===== src/rtl/sbi_pkg.sv =====
// Package of constants for the beamline station safety interlock.
package sbi_pkg;
   // Station states
   typedef enum logic [2:0] {
      ST_IDLE   = 3'h0,
      ST_SEARCH = 3'h1,
      ST_WARN   = 3'h2,
      ST_SECURE = 3'h3,
      ST_TRIP   = 3'h4
   } sbi_state_t;

   // Clock and timing
   localparam longint unsigned CLK_HZ = 64'd125_000_000;
   localparam longint unsigned BEACON_S = 64'd25;
   localparam longint unsigned BEACON_CYC = BEACON_S * CLK_HZ;
   localparam longint unsigned SHUT_LIMIT_MS = 64'd2;
   localparam longint unsigned SHUT_LIMIT_CYC = SHUT_LIMIT_MS * CLK_HZ / 64'd1000;
   localparam int TMR_W = 34;

   // Default sizes
   localparam int NUM_SHUT = 5;
   localparam int NUM_DOOR = 1;
   localparam int NUM_FLOW = 2;
   localparam int NUM_ESTOP = 2;
   localparam int NUM_BOX = 4;
   localparam int NUM_FE = 3;

   // Monitoring port
   localparam int ADDR_W = 4;
   localparam logic [3:0] OFS_STATUS = 4'h0;
   localparam logic [3:0] OFS_INPUTS = 4'h4;
   localparam logic [31:0] RD_UNMAPPED = 32'h0000_0000;
endpackage


===== src/rtl/sbi_link_if.sv =====
// Interface between station interlock and ring interlock.
`timescale 1ns/1ns
interface sbi_link_if #(parameter int NFE = sbi_pkg::NUM_FE);
   logic stationPermit;
   logic [NFE-1:0] feClosedA;
   logic [NFE-1:0] feClosedB;
   logic [NFE-1:0] feOpenA;
   logic [NFE-1:0] feOpenB;

   modport station (output stationPermit, input feClosedA, feClosedB, feOpenA, feOpenB);
   modport ring (input stationPermit, output feClosedA, feClosedB, feOpenA, feOpenB);
endinterface


===== src/rtl/sbi_chain.sv =====
// One redundant evaluation chain with its own input synchronisers.
`timescale 1ns/1ns
module sbi_chain #(
   parameter int NSH = sbi_pkg::NUM_SHUT,
   parameter int NDR = sbi_pkg::NUM_DOOR,
   parameter int NFL = sbi_pkg::NUM_FLOW,
   parameter int NES = sbi_pkg::NUM_ESTOP
) (
   // Clock and reset
   input wire logic sys_clk,
   input wire logic rst_n,
   // Field switches of this chain
   input wire logic [NSH-1:0] shutClosedRaw,
   input wire logic [NSH-1:0] shutOpenRaw,
   input wire logic [NDR-1:0] doorClosedRaw,
   input wire logic [NFL-1:0] flowOkRaw,
   input wire logic [NES-1:0] estopRaw,
   // Evaluation
   output logic healthy,
   output logic doorsClosed,
   output logic shutAllClosed,
   output logic estopHit
);
   localparam int W = 2 * NSH + NDR + NFL + NES;
   logic [W-1:0] raw, s1_q, s2_q, s3_q, st_q, st_d;
   logic [NSH-1:0] shC, shO;
   logic [NDR-1:0] drC;
   logic [NFL-1:0] flOk;
   logic [NES-1:0] es;

   assign raw = {shutClosedRaw, shutOpenRaw, doorClosedRaw, flowOkRaw, estopRaw};

   // A change counts only once stages two and three agree
   always_comb begin
      for (int i = 0; i < W; i++) begin
         st_d[i] = (s2_q[i] == s3_q[i]) ? s3_q[i] : st_q[i];
      end
   end

   // Reset to the unsafe-looking value so nothing is trusted early
   always_ff @(posedge sys_clk or negedge rst_n) begin
      if (!rst_n) begin
         s1_q <= '0;
         s2_q <= '0;
         s3_q <= '0;
         st_q <= '0;
      end else begin
         s1_q <= raw;
         s2_q <= s1_q;
         s3_q <= s2_q;
         st_q <= st_d;
      end
   end

   assign {shC, shO, drC, flOk, es} = st_q;

   // Closed and open both seen means a broken switch: unsafe
   assign healthy = (&flOk) & ~(|es) & ~(|(shC & shO));
   assign doorsClosed = &drC;
   assign shutAllClosed = &(shC & ~shO);
   assign estopHit = |es;
endmodule // sbi_chain


===== src/rtl/sbi_station.sv =====
// Station personnel interlock: search sequence, two chains, permit, read-only monitor.
//
// Design decisions made here: the register addresses and the Avalon-MM interface to the registers.
`timescale 1ns/1ns
module sbi_station #(
   parameter int NSH = sbi_pkg::NUM_SHUT,
   parameter int NDR = sbi_pkg::NUM_DOOR,
   parameter int NFL = sbi_pkg::NUM_FLOW,
   parameter int NES = sbi_pkg::NUM_ESTOP,
   parameter int NBX = sbi_pkg::NUM_BOX,
   parameter longint unsigned BEACON_CYC = sbi_pkg::BEACON_CYC,
   parameter longint unsigned SHUT_LIMIT_CYC = sbi_pkg::SHUT_LIMIT_CYC
) (
   // Clock and reset
   input wire logic sys_clk,
   input wire logic rst_n,
   // Link to ring interlock
   sbi_link_if.station link,
   // Chain A field switches
   input wire logic [NSH-1:0] shutClosedA,
   input wire logic [NSH-1:0] shutOpenA,
   input wire logic [NDR-1:0] doorClosedA,
   input wire logic [NFL-1:0] flowOkA,
   input wire logic [NES-1:0] estopA,
   // Chain B field switches
   input wire logic [NSH-1:0] shutClosedB,
   input wire logic [NSH-1:0] shutOpenB,
   input wire logic [NDR-1:0] doorClosedB,
   input wire logic [NFL-1:0] flowOkB,
   input wire logic [NES-1:0] estopB,
   // Station buttons
   input wire logic searchStart,
   input wire logic [NBX-1:0] searchBox,
   input wire logic egressPress,
   // Equipment protection controller
   input wire logic eqFault,
   output logic shutterPermit,
   output logic shutterCloseReq,
   // Station outputs
   output logic doorLock,
   output logic beacon,
   output logic hazardTrip,
   // Avalon-MM monitoring slave
   input wire logic [sbi_pkg::ADDR_W-1:0] avs_address,
   input wire logic avs_read,
   input wire logic avs_write,
   input wire logic [31:0] avs_writedata,
   output logic [31:0] avs_readdata,
   output logic avs_waitrequest
);
   localparam int TW = sbi_pkg::TMR_W;
   localparam logic [TW-1:0] BEACON_END = TW'(BEACON_CYC);
   localparam logic [TW-1:0] SHUT_END = TW'(SHUT_LIMIT_CYC);
   localparam int BW = NBX + 3;

   logic okA, okB, drA, drB, shA, shB, esA, esB;
   logic [BW-1:0] b1_q, b2_q, b3_q, bt_q, bt_d;
   logic start, egress, eqBad;
   logic [NBX-1:0] box;
   sbi_pkg::sbi_state_t state_q, state_d;
   logic [NBX-1:0] acked_q, acked_d;
   logic [TW-1:0] beacTmr_q, beacTmr_d, shutTmr_q, shutTmr_d;
   logic permit_q, permit_d, lock_q, lock_d, beacon_q, beacon_d;
   logic closeReq_q, closeReq_d, shutLate_q, shutLate_d;
   logic rsp_q, rsp_d;
   logic [31:0] rdata_q, rdata_d;
   logic bothOk, bothDoor, breach;

   // Two independent chains
   sbi_chain #(.NSH(NSH), .NDR(NDR), .NFL(NFL), .NES(NES)) chainA (
      .sys_clk(sys_clk),
      .rst_n(rst_n),
      .shutClosedRaw(shutClosedA),
      .shutOpenRaw(shutOpenA),
      .doorClosedRaw(doorClosedA),
      .flowOkRaw(flowOkA),
      .estopRaw(estopA),
      .healthy(okA),
      .doorsClosed(drA),
      .shutAllClosed(shA),
      .estopHit(esA)
   );
   sbi_chain #(.NSH(NSH), .NDR(NDR), .NFL(NFL), .NES(NES)) chainB (
      .sys_clk(sys_clk),
      .rst_n(rst_n),
      .shutClosedRaw(shutClosedB),
      .shutOpenRaw(shutOpenB),
      .doorClosedRaw(doorClosedB),
      .flowOkRaw(flowOkB),
      .estopRaw(estopB),
      .healthy(okB),
      .doorsClosed(drB),
      .shutAllClosed(shB),
      .estopHit(esB)
   );

   // Button and eqFault synchronisers, same agree-on-two-stages scheme as the chains
   always_comb begin
      for (int i = 0; i < BW; i++) begin
         bt_d[i] = (b2_q[i] == b3_q[i]) ? b3_q[i] : bt_q[i];
      end
   end

   always_ff @(posedge sys_clk or negedge rst_n) begin
      if (!rst_n) begin
         b1_q <= '0;
         b2_q <= '0;
         b3_q <= '0;
         bt_q <= '0;
      end else begin
         b1_q <= {searchStart, searchBox, egressPress, eqFault};
         b2_q <= b1_q;
         b3_q <= b2_q;
         bt_q <= bt_d;
      end
   end

   assign {start, box, egress, eqBad} = bt_q;

   // Disagreement between chains counts as a breach
   assign bothOk = okA & okB;
   assign bothDoor = drA & drB;
   assign breach = ~bothOk | ~bothDoor | esA | esB | egress | eqBad | shutLate_q;

   // Search sequence and permit
   always_comb begin
      state_d = state_q;
      acked_d = acked_q;
      beacTmr_d = beacTmr_q;
      unique case (state_q)
         sbi_pkg::ST_IDLE, sbi_pkg::ST_TRIP: begin
            if (start) begin
               state_d = sbi_pkg::ST_SEARCH;
               acked_d = '0;
            end else if (eqBad | shutLate_q) begin // Trips with no search running
               state_d = sbi_pkg::ST_TRIP;
            end
         end
         sbi_pkg::ST_SEARCH: begin
            acked_d = acked_q | box;
            if (esA | esB | eqBad | shutLate_q) begin
               state_d = sbi_pkg::ST_TRIP;
            end else if ((&acked_q) & bothDoor & ~egress) begin
               state_d = sbi_pkg::ST_WARN;
               beacTmr_d = '0;
            end
         end
         sbi_pkg::ST_WARN: begin
            beacTmr_d = beacTmr_q + TW'(1);
            if (breach) begin
               state_d = sbi_pkg::ST_TRIP;
            end else if (beacTmr_q >= BEACON_END - TW'(1)) begin
               state_d = sbi_pkg::ST_SECURE;
            end
         end
         sbi_pkg::ST_SECURE: begin
            if (breach) begin
               state_d = sbi_pkg::ST_TRIP;
            end
         end
         default: state_d = sbi_pkg::ST_TRIP; // Illegal code fails safe
      endcase
   end

   // Station outputs follow the next state so a trip shows at the same edge as the state change
   always_comb begin
      permit_d = (state_d == sbi_pkg::ST_SECURE) & ~breach;
      lock_d = ((state_d == sbi_pkg::ST_WARN) | (state_d == sbi_pkg::ST_SECURE)) & ~egress;
      beacon_d = (state_d == sbi_pkg::ST_SEARCH) | (state_d == sbi_pkg::ST_WARN);
      closeReq_d = ~permit_d;
      shutLate_d = shutLate_q;
      shutTmr_d = '0;
      if (start & (state_q != sbi_pkg::ST_SECURE)) begin
         shutLate_d = 1'b0; // Cleared only by a search start while the state is not ST_SECURE
      end
      // Set wins over clear: a shutter still late at search start keeps the flag
      if (closeReq_q & ~(shA & shB)) begin
         shutTmr_d = shutTmr_q + TW'(1);
         if (shutTmr_q >= SHUT_END - TW'(1)) begin
            shutLate_d = 1'b1;
         end
      end
   end

   always_ff @(posedge sys_clk or negedge rst_n) begin
      if (!rst_n) begin
         state_q <= sbi_pkg::ST_IDLE;
         acked_q <= '0;
         beacTmr_q <= '0;
         shutTmr_q <= '0;
         permit_q <= 1'b0;
         lock_q <= 1'b0;
         beacon_q <= 1'b0;
         closeReq_q <= 1'b1;
         shutLate_q <= 1'b0;
      end else begin
         state_q <= state_d;
         acked_q <= acked_d;
         beacTmr_q <= beacTmr_d;
         shutTmr_q <= shutTmr_d;
         permit_q <= permit_d;
         lock_q <= lock_d;
         beacon_q <= beacon_d;
         closeReq_q <= closeReq_d;
         shutLate_q <= shutLate_d;
      end
   end

   assign link.stationPermit = permit_q;
   assign shutterPermit = permit_q;
   assign shutterCloseReq = closeReq_q;
   assign doorLock = lock_q;
   assign beacon = beacon_q;
   assign hazardTrip = (state_q == sbi_pkg::ST_TRIP);

   // Monitoring slave: one wait cycle, writes accepted and discarded
   always_comb begin
      rsp_d = (avs_read | avs_write) & ~rsp_q;
      rdata_d = rdata_q;
      if (avs_read & ~rsp_q) begin
         unique case (avs_address)
            sbi_pkg::OFS_STATUS: rdata_d = {22'h0, shutLate_q, hazardTrip, closeReq_q,
                                            beacon_q, lock_q, permit_q, 1'b0, state_q};
            sbi_pkg::OFS_INPUTS: rdata_d = {20'h0, link.feClosedA[0], link.feClosedB[0],
                                            eqBad, egress, esA, esB, shA, shB, drA, drB,
                                            okA, okB};
            default: rdata_d = sbi_pkg::RD_UNMAPPED;
         endcase
      end
   end

   always_ff @(posedge sys_clk or negedge rst_n) begin
      if (!rst_n) begin
         rsp_q <= 1'b0;
         rdata_q <= '0;
      end else begin
         rsp_q <= rsp_d;
         rdata_q <= rdata_d;
      end
   end

   assign avs_waitrequest = (avs_read | avs_write) & ~rsp_q;
   assign avs_readdata = rdata_q;
endmodule // sbi_station


===== src/flat_wrapper.sv =====
// flat-port wrapper written by rule: the top's interface ports become plain ports
module sbi_station_flat 
#(
   parameter int NSH = sbi_pkg::NUM_SHUT,
   parameter int NDR = sbi_pkg::NUM_DOOR,
   parameter int NFL = sbi_pkg::NUM_FLOW,
   parameter int NES = sbi_pkg::NUM_ESTOP,
   parameter int NBX = sbi_pkg::NUM_BOX,
   parameter longint unsigned BEACON_CYC = sbi_pkg::BEACON_CYC,
   parameter longint unsigned SHUT_LIMIT_CYC = sbi_pkg::SHUT_LIMIT_CYC
)
  (sys_clk, rst_n, shutClosedA, shutOpenA, doorClosedA, flowOkA, estopA, shutClosedB, shutOpenB, doorClosedB, flowOkB, estopB, searchStart, searchBox, egressPress, eqFault, shutterPermit, shutterCloseReq, doorLock, beacon, hazardTrip, avs_address, avs_read, avs_write, avs_writedata, avs_readdata, avs_waitrequest, link_stationPermit, link_feClosedA, link_feClosedB, link_feOpenA, link_feOpenB);
  sbi_link_if link_i ();
  input wire logic sys_clk;
  input wire logic rst_n;
  input wire logic [NSH-1:0] shutClosedA;
  input wire logic [NSH-1:0] shutOpenA;
  input wire logic [NDR-1:0] doorClosedA;
  input wire logic [NFL-1:0] flowOkA;
  input wire logic [NES-1:0] estopA;
  input wire logic [NSH-1:0] shutClosedB;
  input wire logic [NSH-1:0] shutOpenB;
  input wire logic [NDR-1:0] doorClosedB;
  input wire logic [NFL-1:0] flowOkB;
  input wire logic [NES-1:0] estopB;
  input wire logic searchStart;
  input wire logic [NBX-1:0] searchBox;
  input wire logic egressPress;
  input wire logic eqFault;
  output logic shutterPermit;
  output logic shutterCloseReq;
  output logic doorLock;
  output logic beacon;
  output logic hazardTrip;
  input wire logic [sbi_pkg::ADDR_W-1:0] avs_address;
  input wire logic avs_read;
  input wire logic avs_write;
  input wire logic [31:0] avs_writedata;
  output logic [31:0] avs_readdata;
  output logic avs_waitrequest;
  output wire logic [$bits(link_i.stationPermit)-1:0] link_stationPermit;
  input wire logic [$bits(link_i.feClosedA)-1:0] link_feClosedA;
  input wire logic [$bits(link_i.feClosedB)-1:0] link_feClosedB;
  input wire logic [$bits(link_i.feOpenA)-1:0] link_feOpenA;
  input wire logic [$bits(link_i.feOpenB)-1:0] link_feOpenB;
  assign link_stationPermit = link_i.stationPermit;
  assign link_i.feClosedA = link_feClosedA;
  assign link_i.feClosedB = link_feClosedB;
  assign link_i.feOpenA = link_feOpenA;
  assign link_i.feOpenB = link_feOpenB;
  sbi_station #(.NSH(NSH), .NDR(NDR), .NFL(NFL), .NES(NES), .NBX(NBX), .BEACON_CYC(BEACON_CYC), .SHUT_LIMIT_CYC(SHUT_LIMIT_CYC)) u_core (.sys_clk(sys_clk), .rst_n(rst_n), .link(link_i), .shutClosedA(shutClosedA), .shutOpenA(shutOpenA), .doorClosedA(doorClosedA), .flowOkA(flowOkA), .estopA(estopA), .shutClosedB(shutClosedB), .shutOpenB(shutOpenB), .doorClosedB(doorClosedB), .flowOkB(flowOkB), .estopB(estopB), .searchStart(searchStart), .searchBox(searchBox), .egressPress(egressPress), .eqFault(eqFault), .shutterPermit(shutterPermit), .shutterCloseReq(shutterCloseReq), .doorLock(doorLock), .beacon(beacon), .hazardTrip(hazardTrip), .avs_address(avs_address), .avs_read(avs_read), .avs_write(avs_write), .avs_writedata(avs_writedata), .avs_readdata(avs_readdata), .avs_waitrequest(avs_waitrequest));
endmodule

===== config.mk =====
export PLATFORM = sky130hd
export DESIGN_NAME = sbi_station_flat
export DESIGN_NICKNAME = d
export VERILOG_FILES = /design/src/rtl/sbi_pkg.sv /design/src/rtl/sbi_link_if.sv /design/src/rtl/sbi_chain.sv /design/src/rtl/sbi_station.sv /design/src/flat_wrapper.sv
export SDC_FILE = /design/constraint.sdc
export NUM_CORES = 1
export LEC_CHECK = 0
export BUFFER_PORTS_ARGS = -buffer_cell sky130_fd_sc_hd__buf_2
export CAP_MARGIN = 40
export CORE_ASPECT_RATIO = 1.1
export CORE_MARGIN = 4
export CORE_UTILIZATION = 57
export DETAILED_ROUTE_END_ITERATION = 8
export PLACE_DENSITY = 0.82
export SYNTH_ARGS = -nofsm -noshare
export SYNTH_HDL_FRONTEND = slang
export SYNTH_SLANG_ARGS = --single-unit

===== constraint.sdc =====
create_clock -name sys_clk -period 2.4 [get_ports sys_clk]
set_clock_uncertainty 0.05 [all_clocks]
set_input_delay 0.48 -clock sys_clk [delete_from_list [all_inputs] [get_ports sys_clk]]
set_output_delay 0.48 -clock sys_clk [all_outputs]
set_load 0.005 [all_outputs]

# Word-level counts from Yosys, hierarchy flattened
# Index checks and enable logic that the tools add are counted.
# totals
in_bits	89
regBits	261
# classes
n_eq_ne	49
addsub	2
muxes	18
n_lt_le_gt_ge	2
n_reduce_logical	16
bitwise_logic	46
# op_table
operator	n
$mux 34	3
$add 34x1->34 const B	2
$pmux 34 s2	1
$eq 1x1->1	37
$ge 34x18->1 const B	1
$ge 34x32->1 const B	1
$pmux 12 s2	1
$mux 3	7
$and 5x5->5	4
$and 1x1->1	15
$or 1x1->1	13
$eq 3x2->1 const B	4
$pmux 3 s4	1
$not 1->1	11
$not 5->5	2
$reduce_and 5->1	2
$reduce_or 5->1	2
$pmux 4 s2	1
$eq 3x1->1 const B	2
$reduce_and 2->1	3
$reduce_or 2->1	3
$eq 4x3->1 const B	1
$logic_not 4->1	1
$mux 4	1
10 further kinds	14

# Logic depth before layout (Yosys ltp)
# logic_depth
depth_word	17
depth_mapped	9
depth_no_buf	6

# Modules after synthesis
# From an unflattened synthesis, not the netlist that was laid out.
# hier_totals
hier_cells	723
area_unflattened_um2	9076.2
# modules_own_cells
module	area_each_um2	cells_each	n_inst
sbi_station	5622.9	557	1
sbi_chain	1726.7	83	2

# Worst setup path before layout
# Ideal clock, no wire load.
# synth_path
path_type	register -> register
startpoint	reg u_core.state_q[2]
endpoint	reg u_core.beacTmr_q[22]
arrival_ns	2.029
path_stages_with_launch	9
setup_time_ns	0.125
slack_ns	0.197
cell_sequence	dfrtp_1 -> buf_2 -> or3b_1 -> clkbuf_1 -> nor3_1 -> a31oi_1 -> clkbuf_1 -> nor4_1 -> mux2_2
# synth_between
elab_chain_cells	3
# synth_lines
item	line	rtl
start, declared	sbi_station.sv:60	sbi_pkg::sbi_state_t state_q, state_d;
start signal, assigned	sbi_station.sv:187	state_q <= sbi_pkg::ST_IDLE;
start signal, assigned	sbi_station.sv:197	state_q <= state_d;
$eq 3x1->1 or $eq 3x2->1 (tied branches)	sbi_station.sv:130	unique case (state_q)
$ne 2x2->1 (no source line), or another cell as far along	--	
$reduce_and 3->1 (no source line)	--	
end signal, assigned	sbi_station.sv:199	beacTmr_q <= beacTmr_d;
end, declared	sbi_station.sv:62	logic [TW-1:0] beacTmr_q, beacTmr_d, shutTmr_q, shutTmr_d;
# Several ways; a longest one is shown, not always the timed one.
# A chain may end at the register's enable or synchronous reset.

# Worst setup path in the final report
# layout_path
startpoint	reg u_core.shutTmr_q[4]
endpoint	reg u_core.shutTmr_q[33]
# layout_between
elab_chain_cells	2
# layout_lines
item	line	rtl
start, declared	sbi_station.sv:62	
start signal, assigned	sbi_station.sv:200	shutTmr_q <= shutTmr_d;
$add 34x1->34	sbi_station.sv:178	shutTmr_d = shutTmr_q + TW'(1);
$mux 34	sbi_station.sv:177	if (closeReq_q & ~(shA & shB)) begin
named net u_core.shutTmr_d[33]	sbi_station.sv:62	
# The timed path passes the listed nets, and every way through them passes these cells.

==> metrics <==
via count between 6000 and 7000; Critical Path Source u_core.shutTmr_q[4]; post-synthesis simple-gate area fraction 16.7%; antenna violations before repair 0; Final Hold Fails 0; drt first pass iters 4; most common cell after layout, fill and taps aside dfrtp_1; area of the die 18200 µm²; initial core utilization just under 60%; Iteration-0 DRC Markers 467; antenna cells 0; MaxCap Viol Count 0; fin nets 978; FF+latch area around 6000 µm²; first-pass GRT wire length about 32000 µm; complex-gate fraction of the synthesized area under 10%; RR Startpoint u_core.shutTmr_q[4]; Slew HR 39.3%; Die Y 141 µm; Mapped Cells roughly 760; GR Overflow Total 0; number of synthesized flops with an enable pin 0; Longest Clk Path Bufs 3; CTS tree done; DRC viols 0; Vias per Instance 5.65; Syn-to-layout area delta 20.5%; sequential area share after synthesis roughly two thirds; Die W 129 µm; Tcrit/Tclk final 93.4%; Top Registers u_core.beacTmr_q: 34 flops, u_core.shutTmr_q: 34 flops; Post-synth ARST share 100%; adder-cell share of the synthesized area 4.31%; Synth Register Bits approximately 240; Slew @ Worst Pin 910 ps; Tmin final 2240 ps; Avg WL per Cell 17.6 µm; Mapped Area 9180 µm²; area of the multi-input gates between 2000 and 3000 µm²; pre-CTS WS roughly 130 ps; Clock power frac between 40% and 50%; run status finished clean; count of final setup violators 0; proportion of layout cells with a drive suffix above 1 16.2%; TNS Setup 0 ps; Pint 6.99 mW; Distinct cells, synth 56; multiplexer share of the synthesized area 0.559%; Core Region approximately 16000 µm²; antenna viol nets, final 0; clock latency on the worst-skew pair ~530 ps; I/O pins 128; Synth Area in XOR/XNOR roughly 3.2%; Port-buffer cells 65; Worst VDD drop 0.772 mV; Fill cells ~1000; vias in the first global route approximately 6400; startpoint types register; RSZ-0062 raised after global routing false; Cell Rows 48; Crit Path Class register to register; Hold Crit Start shutClosedA[1]; pin count of the biggest net entering global routing 75; largest family of logic cells by synthesized area simple AND/OR/NAND/NOR gates; Total Routed Length just under 20000 µm; Lkg Pwr 4.94 nW; arrival time at the worst endpoint around 2700 ps; CP Max Fanout 8; Crit path required time 2800 ps; Inserted Clock Buffers 24; post-DP HPWL 12000 µm; Hold WC Path Type input port to register; P per Cell Area 804 nW/µm²; combinational share of power 4.7%; Routability Congestion about 0.8; Synth Flop Type dfrtp_1; sw frac 21.5%; crit path capture type register; clock-pin slew on the worst setup and hold paths 60 ps; clk root buf clkbuf_16; final core utilization 70.3%; Synth Warn # 0; sequential power share 49.3%; most frequent cells in the layout 240 x dfrtp_1, 70 x nand2_1, 65 x nor2_1; Slew Viols, Final 0; Max Clock Freq around 450 MHz; GR Util All Layers about 22%; CTS H-tree depth 1; Final WS setup 158 ps; syn avg cell area 12.1 µm²; Net Sw Power 1.91 mW; TritonCTS Sinks 241
[power groups by stage]
stage	clock network (mW)	registers [mW]	logic, mW
finish	4.09	4.38	0.421
global route	4.33	4.40	0.475
CTS	4.15	4.38	0.421
detailed placement	0	4.45	0.375
global placement	0	4.44	0.360
floorplan	0	4.41	0.192
[cell type report]
type | instances | share of cell area (%)
multi-input cells | 481 | 26.6
clock buffers | 32 | 6.15
clock inverters | 10 | 1.87
well taps | 200 | 2.26
inverters | 14 | 0.475
repair buffers | 125 | 8.14
flip-flops and latches | 241 | 54.5
[Yosys cell counts (2+ instances only)]
cell type    n  area share, %
or3_1       10           0.68
o31ai_1      3           0.25
o211ai_1    12           0.98
nor2b_1      2           0.14
xor2_1       9           0.86
nor3b_1      2           0.16
clkbuf_1    18           0.74
inv_1       14           0.57
nand3_1     28            1.5
dfrtp_1    240             65
buf_2        4           0.22
a22oi_1      9           0.74
nand4b_1     2           0.19
or4_1       20            1.6
nor4_1      15            1.0
and2_1       4           0.27
maj3_1      37            4.0
or2_2        3           0.20
nand4_1     16            1.1
ha_1         2           0.27
a2bb2oi_1    3           0.29
nor3_1      15           0.82
nor4bb_1     4           0.44
and4_1       9           0.86
buf_4       21            1.7
nand2_1     70            2.9
o21ai_0     29            1.6
mux2i_1      4           0.44
nand2b_1     7           0.48
nor2_1      65            2.7
a21oi_1     25            1.4
and3_1      10           0.68
xnor2_1     25            2.4
a31oi_1      2           0.14
[worst paths after layout]
path / slack (ps) / cells after the start / to
hold reg to reg: 300 / 0 / u_core.chainA.s2_q[6]
setup reg to reg: 160 / 5 / u_core.shutTmr_q[33]
max in group asynchronous: 1140 / 3 / u_core.chainA.s3_q[0]
setup / recovery: 160 / 5 / u_core.shutTmr_q[33]
hold / removal: 20 / 1 / u_core.chainA.s1_q[11]
min in group asynchronous: 480 / 2 / u_core.avs_readdata[11]
[stage by stage]
step,area [µm²],hold slack [ps],instances,power (mW)
final,11100,21.9,1103,8.90
after global routing,11100,5.48,1103,9.21
after CTS,11100,2.45,1103,8.95
after detailed placement,9860,286,1030,4.82
after global placement,9860,281,1030,4.80
after floorplan,9250,134,780,4.60
[metal layers]
metal / global-route usage, % / routed length, µm
met5: 0 / 0
met1: 28.7 / 7910
met2: 37.0 / 10100
met3: 3.33 / 831
met4: 6.91 / 545
[logic make-up (layout without fill, tap and decap cells)]
kind of cell	count (synthesis)	in the layout
XOR/XNOR	34	34
adder cells (fa/ha/maj)	39	39
buffers and inverters	58	181
AO/OA/AOI/OAI	92	92
flip-flops	241	241
AND/OR/NAND/NOR	291	291
multiplexers	5	5
other	1	20
[worst max-delay path, stage by stage, from the launching register on]
cell,delay (ps)
dfrtp_1,430
nand3_1,120
or4_1,550
or4_4,490
or3_1,370
a21oi_1,150
[what timing repair did]
item | CTS | global route
hold endpoints to repair | 97 | 0
resized for setup | 0 | 3
hold buffers | 31 | 0
setup endpoints to repair | 0 | 14
buffers inserted | 0 | 0
(Power assumes the default switching activity.)
